===== config.mk =====
export PLATFORM = sky130hd
export DESIGN_NAME = sdsd_setup_decode
export DESIGN_NICKNAME = d
export VERILOG_FILES = /design/src/logic/sdsd_cmp.v /design/src/logic/sdsd_setup_decode.v /design/src/logic/sdsd_spdlim.v
export VERILOG_INCLUDE_DIRS = /design/src /design/src/shared
export SDC_FILE = /design/constraint.sdc
export NUM_CORES = 1
export LEC_CHECK = 0
export BUFFER_PORTS_ARGS = -buffer_cell sky130_fd_sc_hd__buf_2
export CORE_MARGIN = 3
export CORE_UTILIZATION = 40
export DETAILED_ROUTE_END_ITERATION = 10
export SLEW_MARGIN = 20
export SYNTH_ARGS = -nofsm -noshare
export SYNTH_HDL_FRONTEND = slang
export SYNTH_SLANG_ARGS = --single-unit

===== constraint.sdc =====
create_clock -name clk -period 3.36 [get_ports clk]
set_clock_uncertainty 0.2 [all_clocks]
set_input_delay 0.336 -clock clk [delete_from_list [all_inputs] [get_ports clk]]
set_output_delay 0.336 -clock clk [all_outputs]
set_load 0.01 [all_outputs]

===== src/shared/sdsd_regs.vh =====
`ifndef SDSD_REGS_VH
`define SDSD_REGS_VH
// register offsets on the plain register port
`define SDSD_ADDR_SETUP_ONE   4'h0
`define SDSD_ADDR_SETUP_TWO   4'h1
`define SDSD_ADDR_ACTIVE_ONE  4'h2
`define SDSD_ADDR_ACTIVE_TWO  4'h3
`define SDSD_ADDR_ESTOP_TRQ   4'h4
`define SDSD_ADDR_PSW_TRQ     4'h5
`define SDSD_ADDR_PSW_SPD     4'h6
`define SDSD_ADDR_PSW_ACC     4'h7
`define SDSD_ADDR_ROT_SPD     4'h8
`define SDSD_ADDR_SPD_LIMIT   4'h9
`define SDSD_ADDR_STATUS      4'ha
`define SDSD_ADDR_POWER       4'hb
// setup word one fields
`define SDSD_B_RUN_FORCE      0
`define SDSD_B_SENSOR_FORCE   1
`define SDSD_B_FWD_PERMIT     2
`define SDSD_B_REV_PERMIT     3
`define SDSD_B_STAT_SEL       4
`define SDSD_B_ALARM_AUTO     5
`define SDSD_B_FREE_RUN       6
`define SDSD_B_BRAKE_HOLD     7
`define SDSD_B_OT_ESTOP       8
`define SDSD_B_OT_LOCK        9
`define SDSD_B_MODE_LO        10
`define SDSD_B_MODE_HI        11
`define SDSD_B_PSW_LO         12
`define SDSD_B_PSW_HI         13
`define SDSD_B_ABS_ENC        14
`define SDSD_B_TFF            15
// setup word two: internal speed control select
`define SDSD_B2_INT_SPEED     2
// reset values
`define SDSD_RST_SETUP_ONE    16'h30ec
`define SDSD_RST_SETUP_TWO    16'h0000
`define SDSD_RST_PSW_TRQ      16'h00c8
`define SDSD_RST_ROT_SPD      16'h0014
`define SDSD_RST_ESTOP_TRQ    16'h0000
`define SDSD_RST_SPD_LIMIT    16'h0bb8
// timing: power-good filter in cycles
`define SDSD_PWR_FILTER       4'h8
`endif


===== src/logic/sdsd_cmp.v =====
`timescale 1ns/1ns
// registered unsigned compare: flag when value exceeds threshold
module sdsd_cmp #(
  parameter W = 16
) (
  input  wire         clk,
  input  wire         rst,
  input  wire [W-1:0] value,
  input  wire [W-1:0] thresh,
  output reg          above_q
);
  always @(posedge clk) begin
    if (rst) begin
      above_q <= 1'b0;
    end else begin
      above_q <= (value > thresh);
    end
  end
endmodule // sdsd_cmp


===== src/logic/sdsd_setup_decode.v =====
// The placing of the registers and strobed register access were chosen for this implementation.
`timescale 1ns/1ns
`include "sdsd_regs.vh"
////////////////////////////////////////////////////////////////////////////
// Overview of operation
// - bit 0 clear: servo follows run input; set: servo always on
// - bit 1 set: sensor-on input treated as high internally
// - bit 2 clear honours forward prohibit; set permits; factory one
// - bit 3 clear honours reverse prohibit; set permits; factory one
// - bit 4 picks status output: rotation detected or current limit
// - power-stop recovery: bit 5 clear latches alarm, set auto-clears
// - abnormal stop: bit 6 clear dynamic brake, set free run
// - bit 7 keeps dynamic brake engaged after stop when set
// - bit 6 one and bit 8 zero: brake released after stop
// - overtravel: bit 8 clear uses bit 6 method, set uses estop torque
// - after overtravel stop: bit 9 clear servo off, set position lock
// - bits 11:10 select speed, speed lock, torque one, torque two
// - bits 13:12 select p switch condition; factory no switching
// - p switching only acts in speed control modes
// - torque modes: stop method from bit 6 only, bit 8 ignored
// - bit 14 declares absolute encoder; host sets it for such motors
// - bit 15 enables torque feed-forward
// - written setup takes effect only after a full power cycle
// - torque mode over speed limit yields proportional retard torque
// - word two bit 2 set reinterprets bits 11:10 as speed select
// - torque threshold for p switching in percent, factory 200
// - rotation detect threshold in r/min, factory 20
module sdsd_setup_decode #(
  parameter W = 16
) (
  input  wire         clk,
  input  wire         rst,
  // register port
  input  wire [3:0]   reg_addr,
  input  wire [15:0]  reg_wdata,
  input  wire         reg_wr,
  input  wire         reg_rd,
  output reg  [15:0]  reg_rdata_q,
  // sequence inputs
  input  wire         run_in,
  input  wire         sensor_on_in,
  input  wire         forward_prohibit_input,
  input  wire         reverse_prohibit_input,
  input  wire         power_good,
  input  wire         abnormal_stop,
  // motor feedback and command sources
  input  wire [W-1:0] motor_speed,
  input  wire [W-1:0] speed_cmd,
  input  wire [W-1:0] torque_cmd,
  input  wire [W-1:0] accel_cmd,
  input  wire         current_limit_hit,
  input  wire         motor_stopped,
  // outputs
  output reg          servo_on_q,
  output reg          sensor_on_q,
  output reg          fwd_enable_q,
  output reg          rev_enable_q,
  output reg          rotation_or_limit_status_out,
  output reg          servo_alarm_q,
  output reg          dyn_brake_q,
  output reg          free_run_q,
  output reg          estop_torque_en_q,
  output reg  [W-1:0] estop_torque_q,
  output reg          pos_lock_q,
  output reg  [1:0]   ctrl_mode_q,
  output reg  [1:0]   int_speed_sel_q,
  output reg          p_control_q,
  output reg          absolute_encoder_select,
  output reg          torque_ff_en_q,
  output reg  [W-1:0] retard_torque_q
);
  localparam [1:0] MODE_SPEED = 2'h0;
  localparam [1:0] MODE_LOCK  = 2'h1;
  localparam [1:0] MODE_TRQ1  = 2'h2;
  localparam [1:0] MODE_TRQ2  = 2'h3;
  localparam [1:0] PSW_TRQ    = 2'h0;
  localparam [1:0] PSW_SPD    = 2'h1;
  localparam [1:0] PSW_ACC    = 2'h2;
  // one-hot power sequence states
  localparam [2:0] ST_OFF = 3'h1;
  localparam [2:0] ST_RUN = 3'h2;
  localparam [2:0] ST_DIP = 3'h4;

  ////////////////////////////////////////////////////////////////////////////
  // software-visible pending values and power-up snapshot
  reg [15:0]  drive_setup_word_one;     // pending, as written
  reg [15:0]  drive_setup_word_two;
  reg [15:0]  act_one_q;                // applied copy
  reg [15:0]  act_two_q;
  reg [W-1:0] emergency_stop_torque_param;
  reg [W-1:0] pswitch_torque_threshold;
  reg [W-1:0] pswitch_speed_threshold;
  reg [W-1:0] pswitch_accel_threshold;
  reg [W-1:0] rotation_detect_speed;
  reg [W-1:0] speed_limit_q;
  reg [2:0]   state_q;
  reg [3:0]   pwr_cnt_q;
  reg         ot_stop_q;

  wire rot_above;
  wire trq_above;
  wire spd_above;
  wire acc_above;
  wire [W-1:0] retard;

  // decoded fields of the applied word
  wire [1:0] mode_f  = {act_one_q[`SDSD_B_MODE_HI],
                        act_one_q[`SDSD_B_MODE_LO]};
  wire [1:0] psw_f   = {act_one_q[`SDSD_B_PSW_HI], act_one_q[`SDSD_B_PSW_LO]};
  wire       int_spd = act_two_q[`SDSD_B2_INT_SPEED];
  // with internal speed selected the field is a speed select, mode is speed
  wire [1:0] eff_mode = int_spd ? MODE_SPEED : mode_f;
  wire       torque_mode = (eff_mode == MODE_TRQ1) || (eff_mode == MODE_TRQ2);
  wire       ot_hit = (forward_prohibit_input &&
                       !act_one_q[`SDSD_B_FWD_PERMIT]) ||
                      (reverse_prohibit_input &&
                       !act_one_q[`SDSD_B_REV_PERMIT]);

  ////////////////////////////////////////////////////////////////////////////
  // register writes
  always @(posedge clk) begin
    if (rst) begin
      drive_setup_word_one        <= `SDSD_RST_SETUP_ONE;
      drive_setup_word_two        <= `SDSD_RST_SETUP_TWO;
      emergency_stop_torque_param <= `SDSD_RST_ESTOP_TRQ;
      pswitch_torque_threshold    <= `SDSD_RST_PSW_TRQ;
      pswitch_speed_threshold     <= {W{1'b0}};
      pswitch_accel_threshold     <= {W{1'b0}};
      rotation_detect_speed       <= `SDSD_RST_ROT_SPD;
      speed_limit_q               <= `SDSD_RST_SPD_LIMIT;
    end else if (reg_wr) begin
      case (reg_addr)
        `SDSD_ADDR_SETUP_ONE: drive_setup_word_one        <= reg_wdata;
        `SDSD_ADDR_SETUP_TWO: drive_setup_word_two        <= reg_wdata;
        `SDSD_ADDR_ESTOP_TRQ: emergency_stop_torque_param <= reg_wdata;
        `SDSD_ADDR_PSW_TRQ:   pswitch_torque_threshold    <= reg_wdata;
        `SDSD_ADDR_PSW_SPD:   pswitch_speed_threshold     <= reg_wdata;
        `SDSD_ADDR_PSW_ACC:   pswitch_accel_threshold     <= reg_wdata;
        `SDSD_ADDR_ROT_SPD:   rotation_detect_speed       <= reg_wdata;
        `SDSD_ADDR_SPD_LIMIT: speed_limit_q               <= reg_wdata;
        default: ;
      endcase
    end
  end

  // read data one cycle after the strobe; unmapped reads zero
  always @(posedge clk) begin
    if (rst) begin
      reg_rdata_q <= 16'h0000;
    end else if (reg_rd) begin
      case (reg_addr)
        `SDSD_ADDR_SETUP_ONE:  reg_rdata_q <= drive_setup_word_one;
        `SDSD_ADDR_SETUP_TWO:  reg_rdata_q <= drive_setup_word_two;
        `SDSD_ADDR_ACTIVE_ONE: reg_rdata_q <= act_one_q;
        `SDSD_ADDR_ACTIVE_TWO: reg_rdata_q <= act_two_q;
        `SDSD_ADDR_ESTOP_TRQ:  reg_rdata_q <= emergency_stop_torque_param;
        `SDSD_ADDR_PSW_TRQ:    reg_rdata_q <= pswitch_torque_threshold;
        `SDSD_ADDR_PSW_SPD:    reg_rdata_q <= pswitch_speed_threshold;
        `SDSD_ADDR_PSW_ACC:    reg_rdata_q <= pswitch_accel_threshold;
        `SDSD_ADDR_ROT_SPD:    reg_rdata_q <= rotation_detect_speed;
        `SDSD_ADDR_SPD_LIMIT:  reg_rdata_q <= speed_limit_q;
        `SDSD_ADDR_STATUS:     reg_rdata_q <= {9'h000, ot_stop_q,
                                 servo_alarm_q, p_control_q, dyn_brake_q,
                                 free_run_q, pos_lock_q, servo_on_q};
        `SDSD_ADDR_POWER:      reg_rdata_q <= {13'h0000, state_q};
        default:               reg_rdata_q <= 16'h0000;
      endcase
    end else begin
      reg_rdata_q <= 16'h0000;
    end
  end

  ////////////////////////////////////////////////////////////////////////////
  // power sequence: filtered power_good, snapshot on power-up
  always @(posedge clk) begin
    if (rst) begin
      state_q       <= ST_OFF;
      pwr_cnt_q     <= 4'h0;
      act_one_q     <= `SDSD_RST_SETUP_ONE;
      act_two_q     <= `SDSD_RST_SETUP_TWO;
      servo_alarm_q <= 1'b0;
    end else begin
      case (state_q)
        ST_OFF: begin
          if (!power_good) begin
            pwr_cnt_q <= 4'h0;
          end else if (pwr_cnt_q == `SDSD_PWR_FILTER) begin
            act_one_q <= drive_setup_word_one;
            act_two_q <= drive_setup_word_two;
            state_q   <= ST_RUN;
          end else begin
            pwr_cnt_q <= pwr_cnt_q + 4'h1;
          end
        end
        ST_RUN: begin
          pwr_cnt_q <= 4'h0;
          if (!power_good) begin
            state_q <= ST_DIP;
          end
        end
        ST_DIP: begin
          // a long loss is a full power cycle; a short one is momentary
          if (power_good) begin
            state_q <= ST_RUN;
            if (!act_one_q[`SDSD_B_ALARM_AUTO]) begin
              servo_alarm_q <= 1'b1;
            end
          end else if (pwr_cnt_q == `SDSD_PWR_FILTER) begin
            state_q   <= ST_OFF;
            pwr_cnt_q <= 4'h0;
          end else begin
            pwr_cnt_q <= pwr_cnt_q + 4'h1;
          end
        end
        default: state_q <= ST_OFF;
      endcase
    end
  end

  ////////////////////////////////////////////////////////////////////////////
  // threshold comparators
  sdsd_cmp #(.W(W)) u_rot (
    .clk     (clk),
    .rst     (rst),
    .value   (motor_speed),
    .thresh  (rotation_detect_speed),
    .above_q (rot_above)
  );
  sdsd_cmp #(.W(W)) u_trq (
    .clk     (clk),
    .rst     (rst),
    .value   (torque_cmd),
    .thresh  (pswitch_torque_threshold),
    .above_q (trq_above)
  );
  sdsd_cmp #(.W(W)) u_spd (
    .clk     (clk),
    .rst     (rst),
    .value   (speed_cmd),
    .thresh  (pswitch_speed_threshold),
    .above_q (spd_above)
  );
  sdsd_cmp #(.W(W)) u_acc (
    .clk     (clk),
    .rst     (rst),
    .value   (accel_cmd),
    .thresh  (pswitch_accel_threshold),
    .above_q (acc_above)
  );

  sdsd_spdlim #(.W(W)) u_lim (
    .clk      (clk),
    .rst      (rst),
    .enable   (torque_mode),
    .speed    (motor_speed),
    .limit    (speed_limit_q),
    .retard_q (retard)
  );

  ////////////////////////////////////////////////////////////////////////////
  // sequence qualification and stop policy
  always @(posedge clk) begin
    if (rst) begin
      servo_on_q                   <= 1'b0;
      sensor_on_q                  <= 1'b0;
      fwd_enable_q                 <= 1'b0;
      rev_enable_q                 <= 1'b0;
      rotation_or_limit_status_out <= 1'b0;
      dyn_brake_q                  <= 1'b0;
      free_run_q                   <= 1'b0;
      estop_torque_en_q            <= 1'b0;
      estop_torque_q               <= {W{1'b0}};
      pos_lock_q                   <= 1'b0;
      ctrl_mode_q                  <= MODE_SPEED;
      int_speed_sel_q              <= 2'h0;
      p_control_q                  <= 1'b0;
      absolute_encoder_select      <= 1'b0;
      torque_ff_en_q               <= 1'b0;
      retard_torque_q              <= {W{1'b0}};
      ot_stop_q                    <= 1'b0;
    end else begin
      servo_on_q <= (state_q == ST_RUN) && !servo_alarm_q && !ot_stop_q &&
                    (act_one_q[`SDSD_B_RUN_FORCE] | run_in);
      sensor_on_q <= act_one_q[`SDSD_B_SENSOR_FORCE] | sensor_on_in;
      fwd_enable_q <= act_one_q[`SDSD_B_FWD_PERMIT] | !forward_prohibit_input;
      rev_enable_q <= act_one_q[`SDSD_B_REV_PERMIT] | !reverse_prohibit_input;
      rotation_or_limit_status_out <= act_one_q[`SDSD_B_STAT_SEL] ?
                                      current_limit_hit : rot_above;
      ctrl_mode_q <= eff_mode;
      int_speed_sel_q <= int_spd ? mode_f : 2'h0;
      absolute_encoder_select <= act_one_q[`SDSD_B_ABS_ENC];
      torque_ff_en_q <= act_one_q[`SDSD_B_TFF];
      retard_torque_q <= retard;
      // overtravel turns the servo off in every mode unless bit 9 selects position lock
      ot_stop_q <= ot_hit && !act_one_q[`SDSD_B_OT_LOCK];
      pos_lock_q <= (ot_hit && motor_stopped &&
                     act_one_q[`SDSD_B_OT_LOCK]) ||
                    (eff_mode == MODE_LOCK && motor_stopped);
      // bit 8 ignored in torque modes
      estop_torque_en_q <= ot_hit && !torque_mode &&
                           act_one_q[`SDSD_B_OT_ESTOP];
      estop_torque_q    <= emergency_stop_torque_param;
      free_run_q <= (abnormal_stop || (ot_hit && (torque_mode ||
                     !act_one_q[`SDSD_B_OT_ESTOP]))) &&
                    act_one_q[`SDSD_B_FREE_RUN] && !motor_stopped;
      if (motor_stopped) begin
        if (act_one_q[`SDSD_B_FREE_RUN] &&
            (torque_mode || !act_one_q[`SDSD_B_OT_ESTOP])) begin
          dyn_brake_q <= 1'b0;
        end else begin
          dyn_brake_q <= act_one_q[`SDSD_B_BRAKE_HOLD] && !servo_on_q;
        end
      end else begin
        dyn_brake_q <= !servo_on_q && !act_one_q[`SDSD_B_FREE_RUN];
      end
      case (psw_f)
        PSW_TRQ: p_control_q <= !torque_mode && trq_above;
        PSW_SPD: p_control_q <= !torque_mode && spd_above;
        PSW_ACC: p_control_q <= !torque_mode && acc_above;
        default: p_control_q <= 1'b0;
      endcase
    end
  end
endmodule // sdsd_setup_decode


===== src/logic/sdsd_spdlim.v =====
`timescale 1ns/1ns
// retarding torque proportional to speed above the limit
module sdsd_spdlim #(
  parameter W = 16
) (
  input  wire         clk,
  input  wire         rst,
  input  wire         enable,
  input  wire [W-1:0] speed,
  input  wire [W-1:0] limit,
  output reg  [W-1:0] retard_q
);
  wire [W-1:0] excess;
  assign excess = speed - limit;
  // unity gain keeps it simple; the loop scales it later
  always @(posedge clk) begin
    if (rst) begin
      retard_q <= {W{1'b0}};
    end else if (enable && (speed > limit)) begin
      retard_q <= excess;
    end else begin
      retard_q <= {W{1'b0}};
    end
  end
endmodule // sdsd_spdlim


=== Word level (Yosys, flattened, before mapping) ===
Cells that the tools add are included.

* Flip-flop bits (word level): 253

* Add/subtract/negate cells: 2
* Bitwise operators: 8
* Mux-type cells: 17
* Eq/ne operators: 26
* Reduce and logical (&&, ||, !) cells: 56
* $lt $le $gt $ge: 5

{| class="wikitable"
|+ Operators by type and width
! operator !! number
|-
| 16-bit one-hot mux with 12 select lines || 1
|-
| 16-bit > comparator || 5
|-
| 1-bit logical AND || 21
|-
| 4-bit equality test (second input constant) || 5
|-
| 4-bit by 3-bit equality test with 1-bit output (second input constant) || 4
|-
| 4-bit two-way mux || 4
|-
| 2-bit AND reduction || 8
|-
| 16-bit subtractor || 1
|-
| 3-bit two-way mux || 5
|-
| 1-bit zero test || 12
|-
| 4-bit one-hot mux with 3 select lines || 1
|-
| 3-bit one-hot mux with 3 select lines || 1
|-
| 3-bit AND reduction || 3
|-
| 4-bit by 2-bit equality test with 1-bit output (second input constant) || 2
|-
| 2-bit != test (second input constant) || 4
|-
| 2-bit equality test (second input constant) || 3
|-
| 3-bit != test (second input constant) || 2
|-
| 2-bit OR reduction || 3
|-
| 1-bit logical OR || 5
|-
| 4-bit by 1-bit adder with 4-bit output (second input constant) || 1
|-
| 2-bit by 1-bit equality test with 1-bit output (second input constant) || 2
|-
| 4-bit by 1-bit equality test with 1-bit output (second input constant) || 1
|-
| 4-bit zero test || 1
|-
| 1-bit NOT || 4
|-
| other kinds (10) || 15
|}

=== Depth between registers and ports, before layout ===
Gate-level depths: netlist of run 1.

* Word-level depth: 8
* Depth in mapped cells: 10

=== By module ===
Synthesis of run 1 repeated with hierarchy kept, for this count alone.

* Cells, all modules: 1465
* Area, all modules: 12069.1 um2

{| class="wikitable"
|+ Modules (own cells, without submodules)
! module !! area each (um2) !! times used !! cells an instance !! seq. area each (um2)
|-
| sdsd_setup_decode || 9110.0 || 1 || 1086 || 4664.5
|-
| sdsd_cmp || 430.4 || 4 || 57 || 20.0
|-
| sdsd_spdlim || 1237.4 || 1 || 151 || 320.3
|}

=== Worst setup path before layout of run 1 ===
OpenSTA, ideal clock, no wires.

* Path type: input to register
* Start: in motor_speed[0]
* End: reg u_lim.retard_q[14]
* Cell stages on the path: 9
* Required time: 3.057 ns
* Arrival: 1.964 ns
* Setup slack: 1.093 ns
* Cells stage by stage: inv_1 -> ha_1 -> fa_1 -> nor2b_1 -> o31a_1 -> nor3_1 -> o21ai_2 -> o211ai_2 -> a2111oi_2

* Longest elaborated chain between the ends: 4
* Elaborated cells on any way between the ends: 5
* Classes of those cells: 1 x add/sub; 1 x order compare; 1 x bitwise; 2 x reduce/logical

{| class="wikitable"
|+ Ends and longest elaborated chain
! item !! RTL line !! text
|-
| from (decl) || sdsd_setup_decode.v:47 || <nowiki>input wire [W-1:0] motor_speed,</nowiki>
|-
| 16-bit > comparator || sdsd_spdlim.v:19 || <nowiki>end else if (enable && (speed > limit)) begin</nowiki>
|-
| 1-bit logical AND || sdsd_spdlim.v:19 ||
|-
| 1-bit NOT (no line) || n/a ||
|-
| 2-bit OR reduction (no line) || n/a ||
|-
| to (signal assigned) || sdsd_spdlim.v:18 || <nowiki>retard_q <= {W{1'b0}};</nowiki>
|-
| to (signal assigned) || sdsd_spdlim.v:20 || <nowiki>retard_q <= excess;</nowiki>
|-
| to (signal assigned) || sdsd_spdlim.v:22 || <nowiki>retard_q <= {W{1'b0}};</nowiki>
|-
| to (decl) || sdsd_spdlim.v:11 || <nowiki>output reg [W-1:0] retard_q</nowiki>
|}

Parallel ways exist; a longest one is shown, timed or not.
A chain may end at the register's enable or synchronous reset.

=== Final worst setup path of run 1 ===
* Start: reg speed_limit_q[13]
* End: reg u_lim.retard_q[14]

* Longest elaborated chain between the ends: 4
* Elaborated cells on any way between the ends: 5
* Classes of those cells: 1 x add/sub; 1 x order compare; 1 x bitwise; 2 x reduce/logical

{| class="wikitable"
|+ Ends and longest elaborated chain
! item !! RTL line !! text
|-
| from (decl) || sdsd_setup_decode.v:95 || <nowiki>reg [W-1:0] speed_limit_q;</nowiki>
|-
| from (signal assigned) || sdsd_setup_decode.v:130 || <nowiki>speed_limit_q <= `SDSD_RST_SPD_LIMIT;</nowiki>
|-
| from (signal assigned) || sdsd_setup_decode.v:140 || <nowiki>`SDSD_ADDR_SPD_LIMIT: speed_limit_q <= reg_wdata;</nowiki>
|-
| 16-bit > comparator || sdsd_spdlim.v:19 ||
|-
| 1-bit logical AND || sdsd_spdlim.v:19 ||
|-
| 1-bit NOT (no line) || n/a ||
|-
| 2-bit OR reduction (no line) || n/a ||
|}

Parallel ways exist; a longest one is shown, timed or not.

==> flow_metrics.tcl, run 1 <==
set metrics [dict create \
    status "finished, final reports clean" \
    final_max_slew_viol_count 0 \
    dp.cells 1943 \
    root_buffer "clkbuf_16" \
    post_cts_resized 0 \
    num-nets-final 1796 \
    clk_latency_ns 0.55 \
    start_util 0.412 \
    n_fill_cell 2932 \
    path_clk_slew_ns 0.06 \
    rr_worst_depth 8 \
    ff_latch_area_um2 5060 \
    p_total_mw 6.63 \
    max_freq_mhz 369 \
    routed_wl_mm 38.4 \
    final_design_area_no_fill_um2 14200 \
    powerDensity_nw_per_um2 467 \
    hpwl_mm 28.4 \
    clock_sinks 253 \
    final_cells 2021 \
    grt_pass1_wl_mm 58.6 \
    cts_tree "yes" \
    final_cell_mix "nand2_1 (346), dfxtp_1 (253), a21oi_1 (171)" \
    crit_arrival_ns 2.95 \
    numPortBuffers 160 \
    hold_path_class "input port to register" \
    min_period_ns 2.71 \
    post_drt_wl_per_cell_um 19.0 \
    gr-usage-all-layers 0.235 \
    numCtsBuffers 28 \
    die_width_um 179 \
    hold_depth 4 \
    drive_gt1_frac 0.156 \
    ir_drop_mv 0.368 \
    relSlewSlack 0.435 \
    ys_seq_area_frac 0.422 \
    synth_fp_nets 1651 \
    drtIter0Drc 1048 \
    multi_input_area_um2 6190 \
    gp_congestion 0.917 \
    rows 62 \
    area_growth_pct 18.3 \
    grt_max_degree 79 \
    grt_setup_unrepaired "no" \
    io_pins 161 \
    core_area_um2 29200 \
    gr-total-overflow 0 \
    worstSetupPathType "register to register" \
    synth_ff_type "dfxtp_1" \
    hold_end "u_lim.retard_q[0]" \
    leakage_nw 5.70 \
    syn_inst 1469 \
    holdBufCountCts 25 \
    post_cts_buffers 0 \
    ys_warn_count 0 \
    synthArstFlopShare 0 \
    clock_path_buffers 3 \
    critPathLaunch "speed_limit_q[13]" \
    startpoint_type "register" \
    cp_data_required_time_ns 3.60 \
    end_kind "register" \
    final_common_cell "nand2_1" \
    drc_errors 0 \
    syn_area_per_cell_um2 8.18 \
    ys_seq_elements 253 \
    finalSetupViolations 0 \
    drv_cap 0 \
    hold_viol_final 0 \
    worstReg2RegStart "speed_limit_q[13]" \
    firstDrtPassIters 5 \
    htreeDepth 1 \
    hp-start "motor_speed[0]" \
    synth_area_um2 12000 \
    fin_crit_sh 0.806 \
    final.setup.tns_ns 0 \
    via_count 10900 \
    r2r-end "u_lim.retard_q[14]" \
    worstPathMaxFanout 16 \
    rrSetupSlack_ns 0.65 \
    fp.dieH_um 179 \
    antenna_found_initial 0 \
    dieArea_um2 32100 \
    tightest_slew_ns 0.848 \
    synth_edf_count 0 \
    grt_pass1_vias 10200 \
    ant_nets 0 \
    dpl_cell_area_um2 13000 \
    viasPerCell 5.39 \
    synth_cell_types 66 \
]
[cells in the mapped netlist (6+ instances only)]
cell type | number | area, um2
a21oi_1 | 171 | 856
nor2b_1 | 49 | 307
buf_2 | 44 | 220
nand2b_1 | 14 | 87.6
clkbuf_1 | 39 | 146
o21ai_0 | 23 | 115
nand3b_1 | 24 | 180
nand4_1 | 20 | 125
nand2_1 | 346 | 1300
and2_1 | 11 | 68.8
nor3_1 | 11 | 55.1
xor2_1 | 6 | 52.6
xnor2_1 | 6 | 52.6
dfxtp_1 | 253 | 5060
nor2_1 | 64 | 240
a31oi_1 | 17 | 106
a221oi_1 | 27 | 236
a22oi_1 | 18 | 135
inv_1 | 90 | 338
a21o_1 | 26 | 195
o22ai_1 | 7 | 43.8
ha_1 | 85 | 1060
a22o_1 | 26 | 228
[worst max path at each step]
stage / slack (ns) / end / depth (start not counted)
after floorplan: 1.09 / u_lim.retard_q[14] / 9
after global placement: 0.66 / u_lim.retard_q[14] / 10
after detailed placement: 0.58 / u_lim.retard_q[14] / 10
after CTS: 0.62 / u_lim.retard_q[14] / 8
after global routing: 0.37 / u_lim.retard_q[14] / 8
final: 0.65 / u_lim.retard_q[14] / 8
[where the power goes]
part,total (mW),internal [mW],switching [mW]
logic,0.551,0.216,0.335
registers,3.06,3.03,0.0298
clock network,3.02,1.73,1.29
total,6.63,4.98,1.65
[layout make-up]
class	instances	area share
multi-input combinational	1034	0.435
sequential	253	0.356
timing repair buffer	207	0.0860
clock buffer	38	0.0584
tap	384	0.0338
inverter	90	0.0238
clock inverter	14	0.00616
antenna	1	0.000176
[critical path, stage by stage, from the launching register on]
cell	delay (ns)
dfxtp_1	0.41
inv_1	0.07
ha_1	0.39
a21oi_1	0.12
o21ai_0	0.41
nor2_1	0.09
a31oi_1	0.21
o211ai_2	0.34
a2111oi_2	0.37
[routing by layer]
layer / part of all wire / vias to the layer above / global-route usage / wire [um]
li1: - / 5317 / - / -
met1: 0.44 / 5098 / 0.325 / 16900
met3: 0.080 / 64 / 0.0388 / 3080
met4: 0.030 / 0 / 0.0725 / 1150
met2: 0.45 / 410 / 0.377 / 17200
met5: 0 / - / 0 / 0
[kinds of logic (layout without fill, tap and decap cells)]
kind of cell               after synthesis  in the layout  share of synthesized area
AOI/OAI and AO/OA                      355            355                      0.190
xor gates and xnor gates                12             12                    0.00875
adders and majority gates               86             86                     0.0902
buffers and inverters                  182            349                     0.0637
DFF                                    253            253                      0.422
muxes                                    4              4                    0.00333
other                                    0              1                          0
and+or+nand+nor                        577            577                      0.223
[flip-flops by register name (all words and copies together), names as in the netlist, 3 cells and up]
| name | count |
|---|---|
| pswitch_speed_threshold | 16 |
| emergency_stop_torque_param | 16 |
| reg_rdata_q | 16 |
| rotation_detect_speed | 16 |
| u_lim.retard_q | 16 |
| drive_setup_word_one | 16 |
| act_one_q | 16 |
| pwr_cnt_q | 4 |
| pswitch_accel_threshold | 16 |
| drive_setup_word_two | 16 |
| speed_limit_q | 16 |
| estop_torque_q | 16 |
| pswitch_torque_threshold | 16 |
| retard_torque_q | 16 |
| state_q | 3 |
| act_two_q | 16 |
[metrics by stage]
step / setup WS (ns) / hold slack (ns) / utilization
finish: 0.651 / 0.0284 / 0.487
detailed placement: 0.579 / 0.224 / 0.447
floorplan: 1.09 / 0.213 / -
global placement: 0.656 / 0.217 / 0.447
global route: 0.369 / 0.0438 / 0.487
CTS: 0.616 / 0.0198 / 0.487
Note: power is estimated with default switching activity, not from simulation.
==> run 2, diff against run 1 <==
==> constraint.sdc (replaced) <==
create_clock -name clk -period 2.6 [get_ports clk]
set_clock_uncertainty 0.2 [all_clocks]
set_input_delay 0.26 -clock clk [delete_from_list [all_inputs] [get_ports clk]]
set_output_delay 0.26 -clock clk [all_outputs]
set_load 0.01 [all_outputs]
==> flow_metrics.tcl, run 2 (synthesized netlist as in run 1, its figures left out) <==
set metrics [dict create \
    leakage_nw 5.89 \
    numCtsBuffers 27 \
    min_period_ns 2.47 \
    firstDrtPassIters 5 \
    startpoint_type "register" \
    cp_data_required_time_ns 2.81 \
    gr-total-overflow 0 \
    rr_worst_depth 8 \
    clk_latency_ns 0.53 \
    core_area_um2 29200 \
    num-nets-final 1836 \
    via_count 11100 \
    clock_path_buffers 3 \
    fin_crit_sh 0.949 \
    final_cell_mix "nand2_1 (346), dfxtp_1 (251), a21oi_1 (171)" \
    gr-usage-all-layers 0.242 \
    worstReg2RegStart "speed_limit_q[6]" \
    root_buffer "clkbuf_16" \
    p_total_mw 8.60 \
    drc_errors 0 \
    fp.dieH_um 179 \
    grt_pass1_vias 10400 \
    hpwl_mm 29.8 \
    status "finished, final reports clean" \
    ff_latch_area_um2 5070 \
    antenna_found_initial 0 \
    hp-start "accel_cmd[15]" \
    start_util 0.412 \
    routed_wl_mm 40.1 \
    holdWs_ns 0.0270 \
    hold_viol_final 0 \
    powerDensity_nw_per_um2 591 \
    hold_depth 5 \
    layout_setup_ws_ns 0.132 \
    rrSetupSlack_ns 0.13 \
    drv_cap 0 \
    crit_arrival_ns 2.68 \
    critPathSlowestCell "or4b_1" \
    hold_path_class "input port to register" \
    die_width_um 179 \
    drive_gt1_frac 0.169 \
    final_core_util 0.499 \
    crit_path_end "u_lim.retard_q[15]" \
    place_ws_ns -0.0336 \
    grt_pass1_wl_mm 60.0 \
    final_max_slew_viol_count 0 \
    final_common_cell "nand2_1" \
    clock_sinks 253 \
    ir_drop_mv 0.563 \
    grt_max_degree 110 \
    end_kind "register" \
    multi_input_area_um2 6200 \
    dieArea_um2 32100 \
    final_design_area_no_fill_um2 14600 \
    htreeDepth 1 \
    drtIter0Drc 1095 \
    crit_chain "inv_1 > ha_1 > a21oi_1 > nand2_1 > o2111a_1 > or4b_1 > a211oi_2 > nor3_1" \
    r2r-end "u_lim.retard_q[15]" \
    area_growth_pct 21.3 \
    numPortBuffers 160 \
    relSlewSlack 0.558 \
    io_pins 161 \
    diodes 0 \
    critPathLaunch "speed_limit_q[6]" \
    post_drt_wl_per_cell_um 19.5 \
    dp.cells 1976 \
    path_clk_slew_ns 0.06 \
    grt_setup_unrepaired "no" \
    ant_nets 0 \
    n_fill_cell 2882 \
    worstSetupPathType "register to register" \
    dpl_cell_area_um2 13300 \
    tightest_slew_ns 0.662 \
    cts_tree "yes" \
    finalSetupViolations 0 \
    final.setup.tns_ns 0 \
    max_freq_mhz 405 \
    gp_congestion 0.908 \
    slowest_delay_ns 0.50 \
    viasPerCell 5.40 \
    rows 62 \
    worstPathMaxFanout 5 \
    final_cells 2058 \
]
==> run 2: cell types whose count changed in the layout (fill, tap and decap cells not counted), sizes merged <==
cell and change:
dlygate4sd3 +6, buf +35, diode -1, clkinv -6, clkinvlp -3, clkbuf +3
bufinv +3
==> run 2: worst min-delay path by stage <==
stage	end
after floorplan	free_run_q
after global placement	retard_torque_q[8]
after detailed placement	retard_torque_q[1]
after CTS	u_acc.above_q
after global routing	reg_rdata_q[0]
final	u_acc.above_q
==> run 2: metal layers <==
metal	part of all wire	wire, um	up-vias	global-route usage
met5	0	0	-	0
met4	0.025	995	0	0.0590
met3	0.080	3210	63	0.0354
met2	0.45	18200	468	0.397
met1	0.44	17700	5196	0.334
li1	-	-	5390	-
==> run 2: cell type report <==
| class | count | area share |
|---|---|---|
| multi-input cells | 1034 | 0.426 |
| flip-flops and latches | 253 | 0.348 |
| repair buffers | 248 | 0.109 |
| clock buffers | 41 | 0.0527 |
| well taps | 384 | 0.0330 |
| inverters | 90 | 0.0232 |
| clock inverters | 8 | 0.00807 |
==> run 2: report_power, final <==
| group | switching, mW | internal, mW |
|---|---|---|
| Sequential | 0.0395 | 3.92 |
| Clock | 1.56 | 2.32 |
| Combinational | 0.452 | 0.309 |
| Total | 2.05 | 6.55 |
==> run 2: what timing repair did <==
item,4_1_cts,5_1_grt
resized for setup,0,5
hold buffers,31,0
hold endpoints to repair,164,0
setup buffers,0,2
setup endpoints to repair,0,10
==> run 2: worst max-delay path, delay by kind of cell, from the launching register on <==
| kind | cells | cell delay (ns) |
|---|---|---|
| compound gates | 3 | 0.71 |
| simple gates | 3 | 0.66 |
| flops | 1 | 0.37 |
| fa+ha+maj | 1 | 0.34 |
| buf+inv | 1 | 0.07 |
==> run 3, diff against run 2 <==
--- a/config.mk
+++ b/config.mk
@@ -7,10 +7,12 @@
 export NUM_CORES = 1
 export LEC_CHECK = 0
 export BUFFER_PORTS_ARGS = -buffer_cell sky130_fd_sc_hd__buf_2
+export CAP_MARGIN = 20
 export CORE_MARGIN = 3
 export CORE_UTILIZATION = 40
 export DETAILED_ROUTE_END_ITERATION = 10
-export SLEW_MARGIN = 20
+export RECOVER_POWER = 100
+export SLEW_MARGIN = 0
 export SYNTH_ARGS = -nofsm -noshare
 export SYNTH_HDL_FRONTEND = slang
 export SYNTH_SLANG_ARGS = --single-unit
==> flow_metrics.tcl, run 3 (synthesized netlist as in run 1, its figures left out) <==
set metrics [dict create \
    rows 62 \
    final_cells 2058 \
    firstDrtPassIters 7 \
    layout_setup_ws_ns 0.0948 \
    final_cell_mix "nand2_1 (346), dfxtp_1 (251), a21oi_1 (171)" \
    hold_viol_final 0 \
    post_drt_wl_per_cell_um 19.5 \
    dieArea_um2 32100 \
    slowest_delay_ns 0.73 \
    hp-start "accel_cmd[15]" \
    gr-usage-all-layers 0.242 \
    place_ws_ns -0.0336 \
    final_common_cell "nand2_1" \
    area_growth_pct 19.4 \
    leakage_nw 5.54 \
    min_period_ns 2.51 \
    dp.cells 1976 \
    relSlewSlack 0.306 \
    root_buffer "clkbuf_16" \
    grt_pass1_wl_mm 60.0 \
    rrSetupSlack_ns 0.12 \
    antenna_found_initial 0 \
    drv_cap 0 \
    core_area_um2 29200 \
    gp_congestion 0.908 \
    cts_tree "yes" \
    clk_latency_ns 0.53 \
    drc_errors 0 \
    path_clk_slew_ns 0.06 \
    htreeDepth 1 \
    worstPathMaxFanout 14 \
    clock_sinks 253 \
    fin_crit_sh 0.964 \
    num-nets-final 1836 \
    startpoint_type "input port" \
    viasPerCell 5.37 \
    tightest_slew_ns 1.04 \
    critPathSlowestCell "clkbuf_1" \
    drtIter0Drc 1001 \
    io_pins 161 \
    die_width_um 179 \
    hold_path_class "input port to register" \
    hold_depth 5 \
    finalSetupViolations 0 \
    final.setup.tns_ns 0 \
    final_core_util 0.492 \
    routed_wl_mm 40.1 \
    hold_end "u_acc.above_q" \
    end_kind "register" \
    worstSetupPathType "input port to register" \
    drive_gt1_frac 0.116 \
    fp.dieH_um 179 \
    grt_setup_unrepaired "no" \
    ir_drop_mv 0.558 \
    hpwl_mm 29.8 \
    start_util 0.412 \
    numCtsBuffers 27 \
    r2r-end "u_lim.retard_q[9]" \
    numPortBuffers 160 \
    cp_data_required_time_ns 2.77 \
    worstReg2RegStart "speed_limit_q[0]" \
    gr-total-overflow 0 \
    status "finished, final reports clean" \
    diodes 0 \
    crit_arrival_ns 2.68 \
    clock_path_buffers 3 \
    grt_pass1_vias 10400 \
    grt_max_degree 110 \
    crit_chain "clkbuf_1 > nand2b_4 > nor2_1 > clkbuf_1 > nand2_1 > nand2_1 > a21oi_1" \
    ant_nets 0 \
    via_count 11100 \
    max_freq_mhz 399 \
    final_max_slew_viol_count 0 \
    rr_worst_depth 9 \
    powerDensity_nw_per_um2 599 \
]
[run 3: worst max-delay path by stage]
stage | end | slack (ns) | cells after the start | startpoint
after floorplan | u_lim.retard_q[15] | 0.36 | 8 | speed_limit_q[6]
after global placement | u_lim.retard_q[9] | -0.01 | 11 | motor_speed[0]
after detailed placement | u_lim.retard_q[9] | -0.03 | 11 | motor_speed[0]
after CTS | u_lim.retard_q[9] | 0.008 | 9 | speed_limit_q[0]
after global routing | u_lim.retard_q[15] | 0.007 | 8 | speed_limit_q[6]
final | pswitch_torque_threshold[14] | 0.09 | 7 | reg_addr[1]
[run 3: power by group]
| group | switching [mW] | internal [mW] | total [mW] |
|---|---|---|---|
| Sequential | 0.0397 | 3.92 | 3.96 |
| Combinational | 0.449 | 0.298 | 0.747 |
| Clock | 1.56 | 2.32 | 3.89 |
[run 3: critical path, delay by kind of cell]
family | cells | cell delay, ns
and+or+nand+nor | 4 | 1.30
buffers and inverters | 2 | 1.01
AOI/OAI and AO/OA | 1 | 0.08
[run 3: layout make-up]
| class | count | area, um2 |
|---|---|---|
| Clock buffer | 41 | 768 |
| Clock inverter | 8 | 118 |
| Fill cell | 2942 | 14800 |
| Inverter | 90 | 338 |
| Multi-Input combinational cell | 1034 | 6170 |
| Sequential cell | 253 | 5070 |
| Tap cell | 384 | 480 |
| Timing Repair Buffer | 248 | 1410 |
[run 3: through the flow]
| stage | total power, mW | area, um2 | hold WS (ns) |
|---|---|---|---|
| 6_report | 8.59 | 14300 | 0.0240 |
| 5_1_grt | 8.89 | 14300 | 0.0423 |
| 4_1_cts | 8.64 | 14500 | 0.00454 |
| 3_5_place_dp | 4.75 | 13300 | 0.223 |
| 3_3_place_gp | 4.75 | 13300 | 0.216 |
| 2_1_floorplan | 4.47 | 12000 | 0.137 |
[run 3: what timing repair did]
item | in CTS | in global routing
endpoints found under the hold margin | 164 | 0
setup buffers | 0 | 2
hold buffers | 31 | 0
setup endpoints to repair | 0 | 10
gates resized for setup | 0 | 5
[run 3: routing by layer]
| layer | track usage | wire, um | vias up |
|---|---|---|---|
| li1 | - | - | 5397 |
| met1 | 0.334 | 17900 | 5152 |
| met2 | 0.397 | 18100 | 439 |
| met3 | 0.0354 | 3070 | 69 |
| met4 | 0.0590 | 1040 | 0 |
| met5 | 0 | 0 | - |
